**src/design/tdpc_params.svh**
```systemverilog
// constants for the tape digit position counter: offsets, fields, reset values, timing
`ifndef TDPC_PARAMS_SVH
`define TDPC_PARAMS_SVH
// ==========================================================
// register byte offsets
`define TDPC_CTRL_OFS 12'h000
`define TDPC_STATUS_OFS 12'h004
`define TDPC_ERRFLAG_OFS 12'h008
`define TDPC_WENDCNT_OFS 12'h00C
// ==========================================================
// control register fields
`define TDPC_CTRL_OP_LSB 0
`define TDPC_CTRL_OP_MSB 1
`define TDPC_CTRL_SOFTCLR_BIT 4
// ==========================================================
// status register fields
`define TDPC_ST_CODE_LSB 0
`define TDPC_ST_CODE_MSB 6
`define TDPC_ST_COUNT_LSB 8
`define TDPC_ST_COUNT_MSB 11
`define TDPC_ST_BUSY_BIT 12
`define TDPC_ST_QERR_BIT 14
`define TDPC_ST_TERR_BIT 15
// ==========================================================
// error flag fields, write one to clear
`define TDPC_EF_RWERR_BIT 0
`define TDPC_EF_DIAG_BIT 1
`define TDPC_EF_REFUSED_BIT 2
// ==========================================================
// reset values and timing
`define TDPC_QUAD_RST 4'h8
`define TDPC_TRI_RST 3'h4
`define TDPC_CLR_DELAY_NS 6000000
`define TDPC_PCLK_NS 20
`define TDPC_CLR_DELAY_CYC ((`TDPC_CLR_DELAY_NS + `TDPC_PCLK_NS - 1) / `TDPC_PCLK_NS)
`endif

```
**src/design/tdpc_pkg.sv**
```systemverilog
// types for the tape digit position counter
package tdpc_pkg;
  // ==========================================================
  // operation requested by software
  typedef enum logic [1:0] {
    TDPC_OP_NONE = 2'h0,
    TDPC_OP_WRITE = 2'h1,
    TDPC_OP_READ = 2'h2,
    TDPC_OP_CHECK = 2'h3
  } tdpc_op_t;
  // ==========================================================
  // start sequencer, gray coded along idle, armed, timing
  typedef enum logic [1:0] {
    TDPC_SEQ_IDLE = 2'h0,
    TDPC_SEQ_ARMED = 2'h1,
    TDPC_SEQ_TIMING = 2'h3
  } tdpc_seq_t;
endpackage

```
**src/design/tdpc_top.sv**
```systemverilog
// tape digit position counter with apb register access
//
// Local design decisions: the register addresses and the APB register port.
`timescale 1ns/1ps
`include "tdpc_params.svh"

// Overview of operation
// - clear pulse resets all seven bits and selects one clear count from mode
// - clear to twelve sets quad bit four and trinary high bit only
// - start clear issues about 6 ms after drive selection fires
// - write start clear only without protected reel and no write running
// - read or check-read start clear only while read-write circuits idle
// - check-read start issues a second clear once numeric mode is set
// - hash pulse at read start or in block separator issues a clear
// - one step per tape cycle in numeric, two in alphanumeric, timed
// - each step raises one step strobe plus quaternary clear strobe
// - plus one and minus three merge into one rotate-up strobe
// - minus one rotates the quaternary bit down, one wraps to four
// - plus one with quad bit four raises carry and advances trinary
// - minus three on bit two or minus one on bit one borrows
// - carry or borrow raises trinary clear strobe before reload
// - numeric forward step from count one asserts word end
// - backward step from count twelve asserts word end
// - alphanumeric forward minus three from count two asserts word end
// - missing quaternary bit or missing trinary bit raises its error
// - both missing-bit checks suppressed while no operation runs
// - either code error sets read-write error and diagnostic flags
// - set gates inhibited by group peers; multiple bits clear to error
// - count held as one-hot quad weights 1-4 plus trinary 0,4,8
// - clear count 12 forward numeric, 11 forward alpha, 1 backward
// - forward alpha plus one then minus three; backward both plus one
module tdpc_top
  import tdpc_pkg::*;
#(
  parameter int CLR_DELAY_CYC = `TDPC_CLR_DELAY_CYC,
  parameter int TMR_W = 20
) (
  input wire logic pclk,
  input wire logic presetn,
  input wire logic psel,
  input wire logic penable,
  input wire logic pwrite,
  input wire logic [11:0] paddr,
  input wire logic [31:0] pwdata,
  output logic [31:0] prdata,
  output logic pready,
  output logic pslverr,
  input wire logic numeric_mode,
  input wire logic alphanumeric_mode,
  input wire logic tape_forward,
  input wire logic tape_read_cycle,
  input wire logic tape_write_cycle,
  input wire logic late_sync_pulse,
  input wire logic phase_t1,
  input wire logic phase_t3,
  input wire logic phase_t5,
  input wire logic phase_t7,
  input wire logic drive_select_fired,
  input wire logic write_protected_reel,
  input wire logic write_in_progress,
  input wire logic rw_circuits_available,
  input wire logic hash_pulse_detect,
  input wire logic read_start_window,
  input wire logic block_separator_segment,
  input wire logic check_read_start,
  output logic counter_clear_pulse,
  output logic clear_to_twelve,
  output logic clear_to_eleven,
  output logic clear_to_one,
  output logic step_plus_one,
  output logic step_minus_one,
  output logic step_minus_three,
  output logic combined_rotate_up,
  output logic quaternary_clear_strobe,
  output logic trinary_carry,
  output logic trinary_borrow,
  output logic trinary_clear_strobe,
  output logic word_end,
  output logic [11:0] count_onehot,
  output logic count_is_one,
  output logic count_is_two,
  output logic count_is_twelve,
  output logic [3:0] quad_bits,
  output logic [2:0] tri_bits,
  output logic quaternary_code_error,
  output logic trinary_code_error,
  output logic rw_error_flag,
  output logic diag_error_flag
);

  // ==========================================================
  // helper functions
  function automatic logic is_onehot4(input logic [3:0] v);
    return (v != 4'h0) && ((v & (v - 4'h1)) == 4'h0);
  endfunction

  function automatic logic is_onehot3(input logic [2:0] v);
    return (v != 3'h0) && ((v & (v - 3'h1)) == 3'h0);
  endfunction

  // a bit is set only if its source is the sole bit of the group
  function automatic logic [3:0] quad_up(input logic [3:0] q);
    return is_onehot4(q) ? {q[2:0], q[3]} : 4'h0;
  endfunction

  function automatic logic [3:0] quad_down(input logic [3:0] q);
    return is_onehot4(q) ? {q[0], q[3:1]} : 4'h0;
  endfunction

  function automatic logic [2:0] tri_up(input logic [2:0] t);
    return is_onehot3(t) ? {t[1:0], t[2]} : 3'h0;
  endfunction

  function automatic logic [2:0] tri_down(input logic [2:0] t);
    return is_onehot3(t) ? {t[0], t[2:1]} : 3'h0;
  endfunction

  // count is the sum of trinary weight 0/4/8 and quad weight 1..4
  function automatic logic [3:0] code_to_count(input logic [3:0] q, input logic [2:0] t);
    logic [3:0] qw;
    logic [3:0] tw;
    qw = 4'h0;
    tw = 4'h0;
    if (is_onehot4(q)) begin
      unique case (q)
        4'h1: qw = 4'h1;
        4'h2: qw = 4'h2;
        4'h4: qw = 4'h3;
        default: qw = 4'h4;
      endcase
    end
    if (is_onehot3(t)) begin
      unique case (t)
        3'h1: tw = 4'h0;
        3'h2: tw = 4'h4;
        default: tw = 4'h8;
      endcase
    end
    return (qw == 4'h0 || !is_onehot3(t)) ? 4'h0 : qw + tw;
  endfunction

  // ==========================================================
  // state
  typedef struct packed {
    logic [3:0] quad;
    logic [2:0] tri_;
    tdpc_seq_t seq;
    tdpc_op_t op;
    logic [TMR_W-1:0] timer;
    logic rw_err;
    logic diag_err;
    logic refused;
    logic [7:0] wend_cnt;
    logic [31:0] rdata;
    logic slverr;
  } tdpc_state_t;

  tdpc_state_t st_reg;
  tdpc_state_t st_next;

  // ==========================================================
  // combinational strobes
  logic bus_setup;
  logic bus_access;
  logic wr_ctrl;
  logic wr_err;
  logic soft_clear;
  logic start_expired;
  logic hash_clear;
  logic cycle_any;
  logic late_cycle;
  logic first_step;
  logic second_step;
  logic [3:0] cur_count;
  logic op_running;
  tdpc_op_t req_op;
  logic start_ok;

  assign bus_setup = psel && !penable;
  assign bus_access = psel && penable;
  assign wr_ctrl = bus_access && pwrite && (paddr == `TDPC_CTRL_OFS);
  assign wr_err = bus_access && pwrite && (paddr == `TDPC_ERRFLAG_OFS);
  assign req_op = tdpc_op_t'(pwdata[`TDPC_CTRL_OP_MSB:`TDPC_CTRL_OP_LSB]);
  assign soft_clear = wr_ctrl && pwdata[`TDPC_CTRL_SOFTCLR_BIT];

  // write needs an unprotected reel and no write already going
  always_comb begin
    unique case (req_op)
      TDPC_OP_WRITE: start_ok = !write_protected_reel && !write_in_progress;
      TDPC_OP_READ, TDPC_OP_CHECK: start_ok = rw_circuits_available;
      default: start_ok = 1'b0;
    endcase
  end

  assign start_expired = (st_reg.seq == TDPC_SEQ_TIMING) && (st_reg.timer == '0);
  // noise can fire a read cycle; clearing discards the bogus steps
  assign hash_clear = hash_pulse_detect && (read_start_window || block_separator_segment);
  // check_read_start repeats the clear now that numeric mode is valid
  assign counter_clear_pulse = start_expired || check_read_start || hash_clear
    || soft_clear;

  // one clear count only: backward wins, then alphanumeric, else twelve
  assign clear_to_one = counter_clear_pulse && !tape_forward;
  assign clear_to_eleven = counter_clear_pulse && tape_forward && alphanumeric_mode;
  assign clear_to_twelve = counter_clear_pulse && tape_forward && !alphanumeric_mode;

  // step timing: late sync read cycles step at T7/T1, others at T3/T5
  assign cycle_any = tape_read_cycle || tape_write_cycle;
  assign late_cycle = tape_read_cycle && !tape_write_cycle && late_sync_pulse;
  assign first_step = cycle_any && (late_cycle ? phase_t7 : phase_t3);
  assign second_step = cycle_any && alphanumeric_mode
    && (late_cycle ? phase_t1 : phase_t5);

  // a clear in the same cycle overrides any step
  assign step_minus_one = !counter_clear_pulse && first_step && tape_forward
    && !alphanumeric_mode;
  assign step_plus_one = !counter_clear_pulse
    && ((first_step && (!tape_forward || alphanumeric_mode))
    || (second_step && !tape_forward));
  assign step_minus_three = !counter_clear_pulse && second_step && tape_forward;
  assign combined_rotate_up = step_plus_one || step_minus_three;
  assign quaternary_clear_strobe = combined_rotate_up || step_minus_one;

  assign trinary_carry = step_plus_one && st_reg.quad[3];
  assign trinary_borrow = (step_minus_three && st_reg.quad[1])
    || (step_minus_one && st_reg.quad[0]);
  assign trinary_clear_strobe = trinary_carry || trinary_borrow;

  // ==========================================================
  // decode and word end
  assign cur_count = code_to_count(st_reg.quad, st_reg.tri_);

  genvar gi;
  generate
    for (gi = 0; gi < 12; gi++) begin : g_dec
      assign count_onehot[gi] = (cur_count == 4'(gi + 1));
    end
  endgenerate

  assign count_is_one = count_onehot[0];
  assign count_is_two = count_onehot[1];
  assign count_is_twelve = count_onehot[11];

  assign word_end = (quaternary_clear_strobe && tape_forward && numeric_mode
    && count_is_one)
    || (quaternary_clear_strobe && !tape_forward && count_is_twelve)
    || (step_minus_three && tape_forward && count_is_two);

  // checks only look while an operation holds the circuits
  assign op_running = !rw_circuits_available;
  assign quaternary_code_error = op_running && (st_reg.quad == 4'h0);
  assign trinary_code_error = op_running && (st_reg.tri_ == 3'h0);

  // ==========================================================
  // next state
  always_comb begin
    st_next = st_reg;

    // counter bits
    if (counter_clear_pulse) begin
      if (!tape_forward) begin
        st_next.quad = 4'h1;
        st_next.tri_ = 3'h1;
      end else if (alphanumeric_mode) begin
        st_next.quad = 4'h4;
        st_next.tri_ = 3'h4;
      end else begin
        st_next.quad = `TDPC_QUAD_RST;
        st_next.tri_ = `TDPC_TRI_RST;
      end
    end else if (quaternary_clear_strobe) begin
      st_next.quad = combined_rotate_up ? quad_up(st_reg.quad)
        : quad_down(st_reg.quad);
      if (trinary_clear_strobe) begin
        st_next.tri_ = trinary_carry ? tri_up(st_reg.tri_) : tri_down(st_reg.tri_);
      end
    end

    // start sequencer: arm on accepted request, time from drive firing
    unique case (st_reg.seq)
      TDPC_SEQ_IDLE: begin
        if (wr_ctrl && req_op != TDPC_OP_NONE && start_ok) begin
          st_next.seq = TDPC_SEQ_ARMED;
          st_next.op = req_op;
        end
      end
      TDPC_SEQ_ARMED: begin
        if (drive_select_fired) begin
          st_next.seq = TDPC_SEQ_TIMING;
          st_next.timer = TMR_W'(CLR_DELAY_CYC - 1);
        end
      end
      TDPC_SEQ_TIMING: begin
        if (st_reg.timer == '0) begin
          st_next.seq = TDPC_SEQ_IDLE;
          st_next.op = TDPC_OP_NONE;
        end else begin
          st_next.timer = st_reg.timer - TMR_W'(1);
        end
      end
      default: begin
        st_next.seq = TDPC_SEQ_IDLE;
        st_next.op = TDPC_OP_NONE;
      end
    endcase

    if (word_end) begin
      st_next.wend_cnt = st_reg.wend_cnt + 8'h01;
    end

    // sticky flags: clear by write one, a same-cycle set wins
    if (wr_err) begin
      if (pwdata[`TDPC_EF_RWERR_BIT]) st_next.rw_err = 1'b0;
      if (pwdata[`TDPC_EF_DIAG_BIT]) st_next.diag_err = 1'b0;
      if (pwdata[`TDPC_EF_REFUSED_BIT]) st_next.refused = 1'b0;
    end
    if (quaternary_code_error || trinary_code_error) begin
      st_next.rw_err = 1'b1;
      st_next.diag_err = 1'b1;
    end
    if (wr_ctrl && req_op != TDPC_OP_NONE
        && (!start_ok || st_reg.seq != TDPC_SEQ_IDLE)) begin
      st_next.refused = 1'b1;
    end

    // read data captured in the setup cycle, presented in access
    if (bus_setup) begin
      st_next.slverr = 1'b0;
      st_next.rdata = 32'h0000_0000;
      unique case (paddr)
        `TDPC_CTRL_OFS: begin
          st_next.rdata[`TDPC_CTRL_OP_MSB:`TDPC_CTRL_OP_LSB] = st_reg.op;
        end
        `TDPC_STATUS_OFS: begin
          st_next.rdata[`TDPC_ST_CODE_MSB:`TDPC_ST_CODE_LSB] = {st_reg.tri_, st_reg.quad};
          st_next.rdata[`TDPC_ST_COUNT_MSB:`TDPC_ST_COUNT_LSB] = cur_count;
          st_next.rdata[`TDPC_ST_BUSY_BIT] = (st_reg.seq != TDPC_SEQ_IDLE);
          st_next.rdata[`TDPC_ST_QERR_BIT] = quaternary_code_error;
          st_next.rdata[`TDPC_ST_TERR_BIT] = trinary_code_error;
        end
        `TDPC_ERRFLAG_OFS: begin
          st_next.rdata[`TDPC_EF_RWERR_BIT] = st_reg.rw_err;
          st_next.rdata[`TDPC_EF_DIAG_BIT] = st_reg.diag_err;
          st_next.rdata[`TDPC_EF_REFUSED_BIT] = st_reg.refused;
        end
        `TDPC_WENDCNT_OFS: begin
          st_next.rdata[7:0] = st_reg.wend_cnt;
        end
        default: begin
          st_next.slverr = 1'b1;
        end
      endcase
    end
  end

  // ==========================================================
  // registers
  always_ff @(posedge pclk or negedge presetn) begin
    if (!presetn) begin
      st_reg.quad <= `TDPC_QUAD_RST;
      st_reg.tri_ <= `TDPC_TRI_RST;
      st_reg.seq <= TDPC_SEQ_IDLE;
      st_reg.op <= TDPC_OP_NONE;
      st_reg.timer <= '0;
      st_reg.rw_err <= 1'b0;
      st_reg.diag_err <= 1'b0;
      st_reg.refused <= 1'b0;
      st_reg.wend_cnt <= 8'h00;
      st_reg.rdata <= 32'h0000_0000;
      st_reg.slverr <= 1'b0;
    end else begin
      st_reg <= st_next;
    end
  end

  // ==========================================================
  // outputs
  assign pready = 1'b1;
  assign prdata = bus_access ? st_reg.rdata : 32'h0000_0000;
  assign pslverr = bus_access && st_reg.slverr;
  assign quad_bits = st_reg.quad;
  assign tri_bits = st_reg.tri_;
  assign rw_error_flag = st_reg.rw_err;
  assign diag_error_flag = st_reg.diag_err;

endmodule // tdpc_top

```
**config.mk**
```make
export PLATFORM = sky130hd
export DESIGN_NAME = tdpc_top
export DESIGN_NICKNAME = d
export VERILOG_FILES = /design/src/design/tdpc_pkg.sv /design/src/design/tdpc_top.sv
export VERILOG_INCLUDE_DIRS = /design/src /design/src/design
export SDC_FILE = /design/constraint.sdc
export NUM_CORES = 1
export LEC_CHECK = 0
export ABC_CLOCK_PERIOD_IN_PS = 4650
export BUFFER_PORTS_ARGS = -buffer_cell sky130_fd_sc_hd__buf_4
export CAP_MARGIN = 20
export CORE_ASPECT_RATIO = 1.2
export CORE_MARGIN = 2
export CORE_UTILIZATION = 50
export CTS_CLUSTER_SIZE = 40
export DETAILED_ROUTE_END_ITERATION = 12
export HOLD_SLACK_MARGIN = 0.05
export PLACE_DENSITY = 0.84
export SLEW_MARGIN = 20
export SYNTH_ARGS = -nofsm -noshare
export SYNTH_HDL_FRONTEND = slang
export SYNTH_SLANG_ARGS = --single-unit
```
**constraint.sdc**
```tcl
create_clock -name pclk -period 4.65 [get_ports pclk]
set_input_delay 1.1625 -clock pclk [delete_from_list [all_inputs] [get_ports pclk]]
set_output_delay 1.1625 -clock pclk [all_outputs]
set_load 0.02 [all_outputs]
```
# --- Word level (Yosys, flattened, before mapping) ---
# Cells that the tools add are included.
word_totals:
  reg_bits: 58
  latch_bits: 0
  mem_bits_rw: 0
  rom_bits: 0
  inputBits: 67
  output_inout_bits: 73
  wordCells: 188
  mem_count: 0
op_classes:
  addsub: 5
  multipliers: 0
  div_mod_pow: 0
  order_cmp: 0
  eq_ne: 29
  shift: 0
  mux: 41
  bitwise_logic: 3
  reduce_logical: 99
op_table:
  columns: ["cell", "n"]
  rows:
  - ["logical AND 1 bit", 44]
  - ["2-to-1 mux 20 bit", 2]
  - ["case mux 20 bit (2 select lines)", 1]
  - ["2-to-1 mux 4 bit", 7]
  - ["2-to-1 mux 7 bit", 4]
  - ["equality test 12 x 4 -> 1 bit, second input constant", 2]
  - ["equality test 4 x 3 -> 1 bit, second input constant", 5]
  - ["equality test 4 bit, second input constant", 5]
  - ["logical NOT 20 bit", 1]
  - ["nonzero test 2 bit", 10]
  - ["subtractor 20 x 1 -> 20 bit, second input constant", 1]
  - ["2-to-1 mux 3 bit", 6]
  - ["logical OR 1 bit", 16]
  - ["2-to-1 mux 16 bit", 1]
  - ["case mux 4 bit (2 select lines)", 2]
  - ["equality test 12 x 3 -> 1 bit, second input constant", 1]
  - ["equality test 4 x 2 -> 1 bit, second input constant", 3]
  - ["logical NOT 12 bit", 1]
  - ["logical NOT 4 bit", 3]
  - ["case mux 2 bit (3 select lines)", 2]
  - ["logical NOT 1 bit", 10]
  - ["case mux 3 bit (3 select lines)", 1]
  - ["AND reduction 3 bit", 3]
  - ["adder 8 x 1 -> 8 bit, second input constant", 1]
  - ["other kinds (26)", 45]

# --- Longest topological paths before layout ---
logic_depth:
  ltp_word: 15
  depth_mapped: 9
  mapped_depth_nobuf: 8

# --- Least setup slack after synthesis ---
# No wires, ideal clock.
synth_timing:
  path_type: "input port to output port"
  from: "input port paddr[7]"
  to: "output port combined_rotate_up"
  arrival_ns: 3.347
  required_time_ns: 3.488
  setup_slack_ns: 0.140
  stages: 8
  n_path_buf: 2
  path_cell_list: "or4_1 or4_1 buf_2 nor3_1 a221oi_1 inv_1 clkbuf_1 nor2_1"
synth_via:
  elab_chain_cells: 8
  elab_cells_between_ends: 9
  cone_classes: "reduce/logical: 9"
synth_rtl:
  columns: ["element", "line_no", "text"]
  rows:
  - ["start, declared", "tdpc_top.sv:43", "input wire logic [11:0] paddr,"]
  - ["logical NOT 12 bit *", null, null]
  - ["logical AND 1 bit *", "tdpc_top.sv:181", "assign wr_ctrl = bus_access && pwrite && (paddr == `TDPC_CTRL_OFS);"]
  - ["logical AND 1 bit *", "tdpc_top.sv:184", "assign soft_clear = wr_ctrl && pwdata[`TDPC_CTRL_SOFTCLR_BIT];"]
  - ["logical OR 1 bit *", "tdpc_top.sv:200", "|| soft_clear;"]
  - ["net counter_clear_pulse", "tdpc_top.sv:66", "output logic counter_clear_pulse,"]
  - ["logical NOT 1 bit *", "tdpc_top.sv:217, tdpc_top.sv:220", null]
  - ["logical AND 1 bit (2 in series)", "tdpc_top.sv:220", "assign step_minus_three = !counter_clear_pulse && second_step && tape_forward;"]
  - ["logical OR 1 bit *", "tdpc_top.sv:221", "assign combined_rotate_up = step_plus_one || step_minus_three;"]
  - ["end, declared", "tdpc_top.sv:73", "output logic combined_rotate_up,"]
# Mark *: on every way through the listed nets, which the timed path passes. The rest lies on a longest branch.

# --- Worst setup path after layout ---
layout_timing:
  from: "input port paddr[7]"
  to: "output port combined_rotate_up"
layout_via:
  elab_chain_cells: 8
  elab_cells_between_ends: 9
  cone_classes: "reduce/logical: 9"
layout_rtl:
  columns: ["element", "line_no"]
  rows:
  - ["logical NOT 12 bit *", null]
  - ["logical AND 1 bit *", "tdpc_top.sv:181"]
  - ["logical AND 1 bit *", "tdpc_top.sv:184"]
  - ["logical OR 1 bit *", "tdpc_top.sv:200"]
  - ["logical NOT 1 bit *", "tdpc_top.sv:217, tdpc_top.sv:220"]
  - ["logical AND 1 bit (2 in series)", "tdpc_top.sv:220"]
  - ["logical OR 1 bit *", "tdpc_top.sv:221"]
# Every way passes the cells marked *; elsewhere a longest branch is shown, timed or not.

==> out/summary.txt <==
Starting Density -> 0.511
Critical path buffers and inverters -> 4
Synthesized-area fraction occupied by and/or/nand/nor cells -> 0.284
Leading cell type by number of instances after synthesis -> sky130_fd_sc_hd__dfrtp_1
Hold bufs inserted after CTS -> 0
Drc violations -> 0
Crit end category -> primary output
Worst Max-Slew Pin Slew -> 0.863 ns
Cell types with the largest area share after synthesis -> sky130_fd_sc_hd__dfrtp_1 38%, sky130_fd_sc_hd__buf_4 5.7%, sky130_fd_sc_hd__nand2_1 4.6%, sky130_fd_sc_hd__and3_1 3.9%, sky130_fd_sc_hd__xnor2_1 3.6%
Instance count on the critical path -> 9
Number of vias after detailed routing -> 3,476
Clk Tree Root Cell -> sky130_fd_sc_hd__clkbuf_8
Detail Placement HPWL -> 6.83 mm
Number of warnings issued by yosys -> 0
Cell depth of the worst min-delay path -> 2
Total grt overflow -> 0
Slowest stage cell, crit path -> sky130_fd_sc_hd__or4_1
Flip-flop count of the largest register, all copies and words added -> 49
Post-DRT Antenna Nets -> 0
Final GP Congestion -> 0.909
Average wire length per cell after detail routing -> 15.0 um
Syn_area_per_cell -> 8.66 sq um
Delay contributed by the slowest stage of the critical path -> 0.53 ns
Cell area after placement -> 0.00439 sq mm
Data arrival time of the critical path -> 3.32 ns
CTS Buffer Depth -> 2
Nets -> 585
Final total negative setup slack -> 0 ns
Worst reg2reg startpoint -> quad_bits[3]
Number of detailed-routing iterations run before antenna repair -> 5
Period minus WS final -> 4.48 ns
Classification of the worst setup path -> input port to primary output
Run status -> finished clean
Clock network latency to the later pin of the worst-skew pair -> 0.33 ns
Max-slew violations -> 0
Highest net fanout along the worst path -> 7
Die span in y -> 98.2 um
Number of H-tree levels -> 3
Clock transition time at the flip-flop clock pins of the worst setup and hold paths -> 0.06 ns
XOR/XNOR Fraction of Synth Area -> 0.0545
GRT Total Usage -> 0.233
Detailed router's first-iteration violation count -> 223
TritonCTS clock tree -> built
Register-to-Register Setup Slack -> 1.45 ns
Area of all placed cells without fillers -> 0.00460 sq mm
Number of buffers inserted during clock tree synthesis -> 9
Final setup fails -> 0
Worst r2r path cells -> 10
Type of the tightest min-delay check -> flip-flop to flip-flop
End point of the critical path -> combined_rotate_up
FF-to-FF End -> st_reg[34]
Instance count of the mapped netlist -> 427
Fraction of layout instances using a drive strength above 1 -> 0.261
Flip-flop cell with the highest count after synthesis -> sky130_fd_sc_hd__dfrtp_1
Main combinational cell family by area after synthesis -> simple AND/OR/NAND/NOR gates
Wire length of the first global-routing pass -> 14.7 mm
Fraction of synthesized cell area taken by the top area cell type -> 0.379
Area enclosed by the die boundary -> 0.00810 sq mm
Number of sinks driven by the clock tree -> 58
Top cells by instance count after synthesis -> 56 x sky130_fd_sc_hd__dfrtp_1, 45 x sky130_fd_sc_hd__nand2_1, 32 x sky130_fd_sc_hd__nor2_1
Endpoints failing hold -> 0
Ordered cell list for the critical path -> buf_4 > or4_1 > or4_1 > nor3_2 > a221oi_2 > inv_1 > buf_4 > nor2_1 > buf_4
Count of buffers from port buffering -> 93
Power density over cell area -> 258 mW/mm^2
Adder-cell area share of the yosys netlist -> 0.0101
Rel. slew slack -> 0.419
Seq/Total Area, Yosys -> 0.393
Post-synthesis cell area -> 0.00370 sq mm
Total Wirelength -> 9.10 mm
Die W -> 82.5 um
Leakage -> 2.12 nW
Number of synthesized flops with an enable pin -> 0
Via-to-Cell Ratio -> 5.72
Top Ports -> 140
Kind of cell adding the most delay to the critical path -> simple AND/OR/NAND/NOR gates
Most used cell, CP -> sky130_fd_sc_hd__buf_4
Reported max-cap violation count -> 0
Share of synthesized registers carrying an async set or reset -> 1.00
Maximum number of pins on one net before global-route repair -> 59
Worst-case vdd ir drop -> 0.178 mV
Library cell with the largest summed area after synthesis -> sky130_fd_sc_hd__dfrtp_1
Placement row count -> 34
Post-route clock skew -> 0.00850 ns
Number of antenna violations at the first check in global routing -> 0
Critical path launch point -> paddr[7]
Share of the clock period used by the worst path -> 0.963
Unrepaired setup endpoints after global routing -> no
Total of flip-flops plus latches after synthesis -> 58
Cell variety after synth -> 54
Critical path launch point type -> input port
Via count of the first global-routing pass -> 3,277
Worst EP required -> 3.49 ns
Area of the core region -> 0.00723 sq mm
Area growth from synthesis to final layout -> 24.4%
Highest Clock Rate -> 223 MHz
Portion of netlist area occupied by mux cells -> 0.0345
Antenna diodes -> 0
Post-synthesis compound-gate area fraction -> 0.126
-- power breakdown --
part,switching [W],leakage (nW),internal [W],total [W]
Sequential,0.0000201,0.691,0.000515,0.000535
Clock,0.000187,0.101,0.000269,0.000456
Combinational,0.000115,1.32,0.0000797,0.000195
-- cells in the final DEF, fill, tap and decap left out, types with 7 or more instances in the layout --
| cell type | synthesis | layout |
|---|---|---|
| sky130_fd_sc_hd__inv_1 | 19 | 19 |
| sky130_fd_sc_hd__o21ai_0 | 18 | 18 |
| sky130_fd_sc_hd__conb_1 | 2 | 18 |
| sky130_fd_sc_hd__a21oi_1 | 14 | 14 |
| sky130_fd_sc_hd__nand3b_1 | 7 | 7 |
| sky130_fd_sc_hd__clkbuf_8 | 0 | 11 |
| sky130_fd_sc_hd__nand2_1 | 45 | 45 |
| sky130_fd_sc_hd__and3_1 | 23 | 23 |
| sky130_fd_sc_hd__xor2_1 | 8 | 8 |
| sky130_fd_sc_hd__nand3_1 | 18 | 18 |
| sky130_fd_sc_hd__nor2_1 | 32 | 32 |
| sky130_fd_sc_hd__xnor2_1 | 15 | 15 |
| sky130_fd_sc_hd__dfrtp_1 | 56 | 56 |
| sky130_fd_sc_hd__buf_4 | 28 | 108 |
| sky130_fd_sc_hd__nor3_1 | 22 | 21 |
-- cells by family (layout without fill, tap and decap cells) --
| group | after synthesis | in the layout |
|---|---|---|
| flops | 58 | 58 |
| buf+inv | 66 | 141 |
| simple gates | 197 | 197 |
| other cells | 2 | 18 |
| mux | 10 | 10 |
| xor+xnor | 23 | 23 |
| fa+ha+maj | 3 | 3 |
| compound gates | 68 | 68 |
-- per-layer routing --
metal,vias up,GRT usage,share of wire
met2,139,0.393,0.53
met3,19,0.0499,0.052
met4,0,0.112,0.019
met5,-,0,0
met1,1662,0.274,0.40
li1,1656,-,-
-- what timing repair did --
item	CTS	global route
setup endpoints to repair	0	7
resized for setup	0	2
hold endpoints to repair	0	0
buffers inserted	0	1
-- worst reg2reg max path, stage by stage (launching register included) --
cell,delay [ns]
sky130_fd_sc_hd__dfstp_2,0.67
sky130_fd_sc_hd__nor4b_1,0.55
sky130_fd_sc_hd__ha_1,0.34
sky130_fd_sc_hd__inv_1,0.09
sky130_fd_sc_hd__xnor2_1,0.26
sky130_fd_sc_hd__nand4b_1,0.14
sky130_fd_sc_hd__a211oi_1,0.29
sky130_fd_sc_hd__buf_4,0.21
sky130_fd_sc_hd__o21ai_0,0.11
sky130_fd_sc_hd__buf_4,0.18
sky130_fd_sc_hd__mux2_2,0.26
-- worst min-delay path by stage --
stage,start,endpoint
floorplan,st_reg[9],st_reg[9]
global placement,st_reg[2],st_reg[2]
detailed placement,st_reg[13],st_reg[13]
CTS,st_reg[13],st_reg[13]
global route,st_reg[40],st_reg[40]
finish,st_reg[13],st_reg[13]
-- per-stage QoR --
| step | setup slack (ns) | cells | power, W | hold slack (ns) | utilization |
|---|---|---|---|---|---|
| floorplan | 0.140 | 443 | 0.000669 | 0.436 | - |
| global placement | 0.110 | 593 | 0.000731 | 0.459 | 0.607 |
| detailed placement | 0.0781 | 593 | 0.000736 | 0.464 | 0.607 |
| CTS | 0.0754 | 607 | 0.00119 | 0.479 | 0.634 |
| global route | 0.0609 | 608 | 0.00124 | 0.500 | 0.636 |
| finish | 0.172 | 608 | 0.00119 | 0.477 | 0.636 |
-- layout make-up --
| cell class | count | area [sq um] |
|---|---|---|
| fill | 604 | 2630 |
| multi-input combinational | 319 | 1960 |
| sequential | 58 | 1450 |
| timing repair buffer | 108 | 811 |
| clock buffer | 11 | 151 |
| tap | 90 | 113 |
| inverter | 19 | 71.3 |
| clock inverter | 3 | 40.0 |
Note: power is estimated with default switching activity, not from simulation.
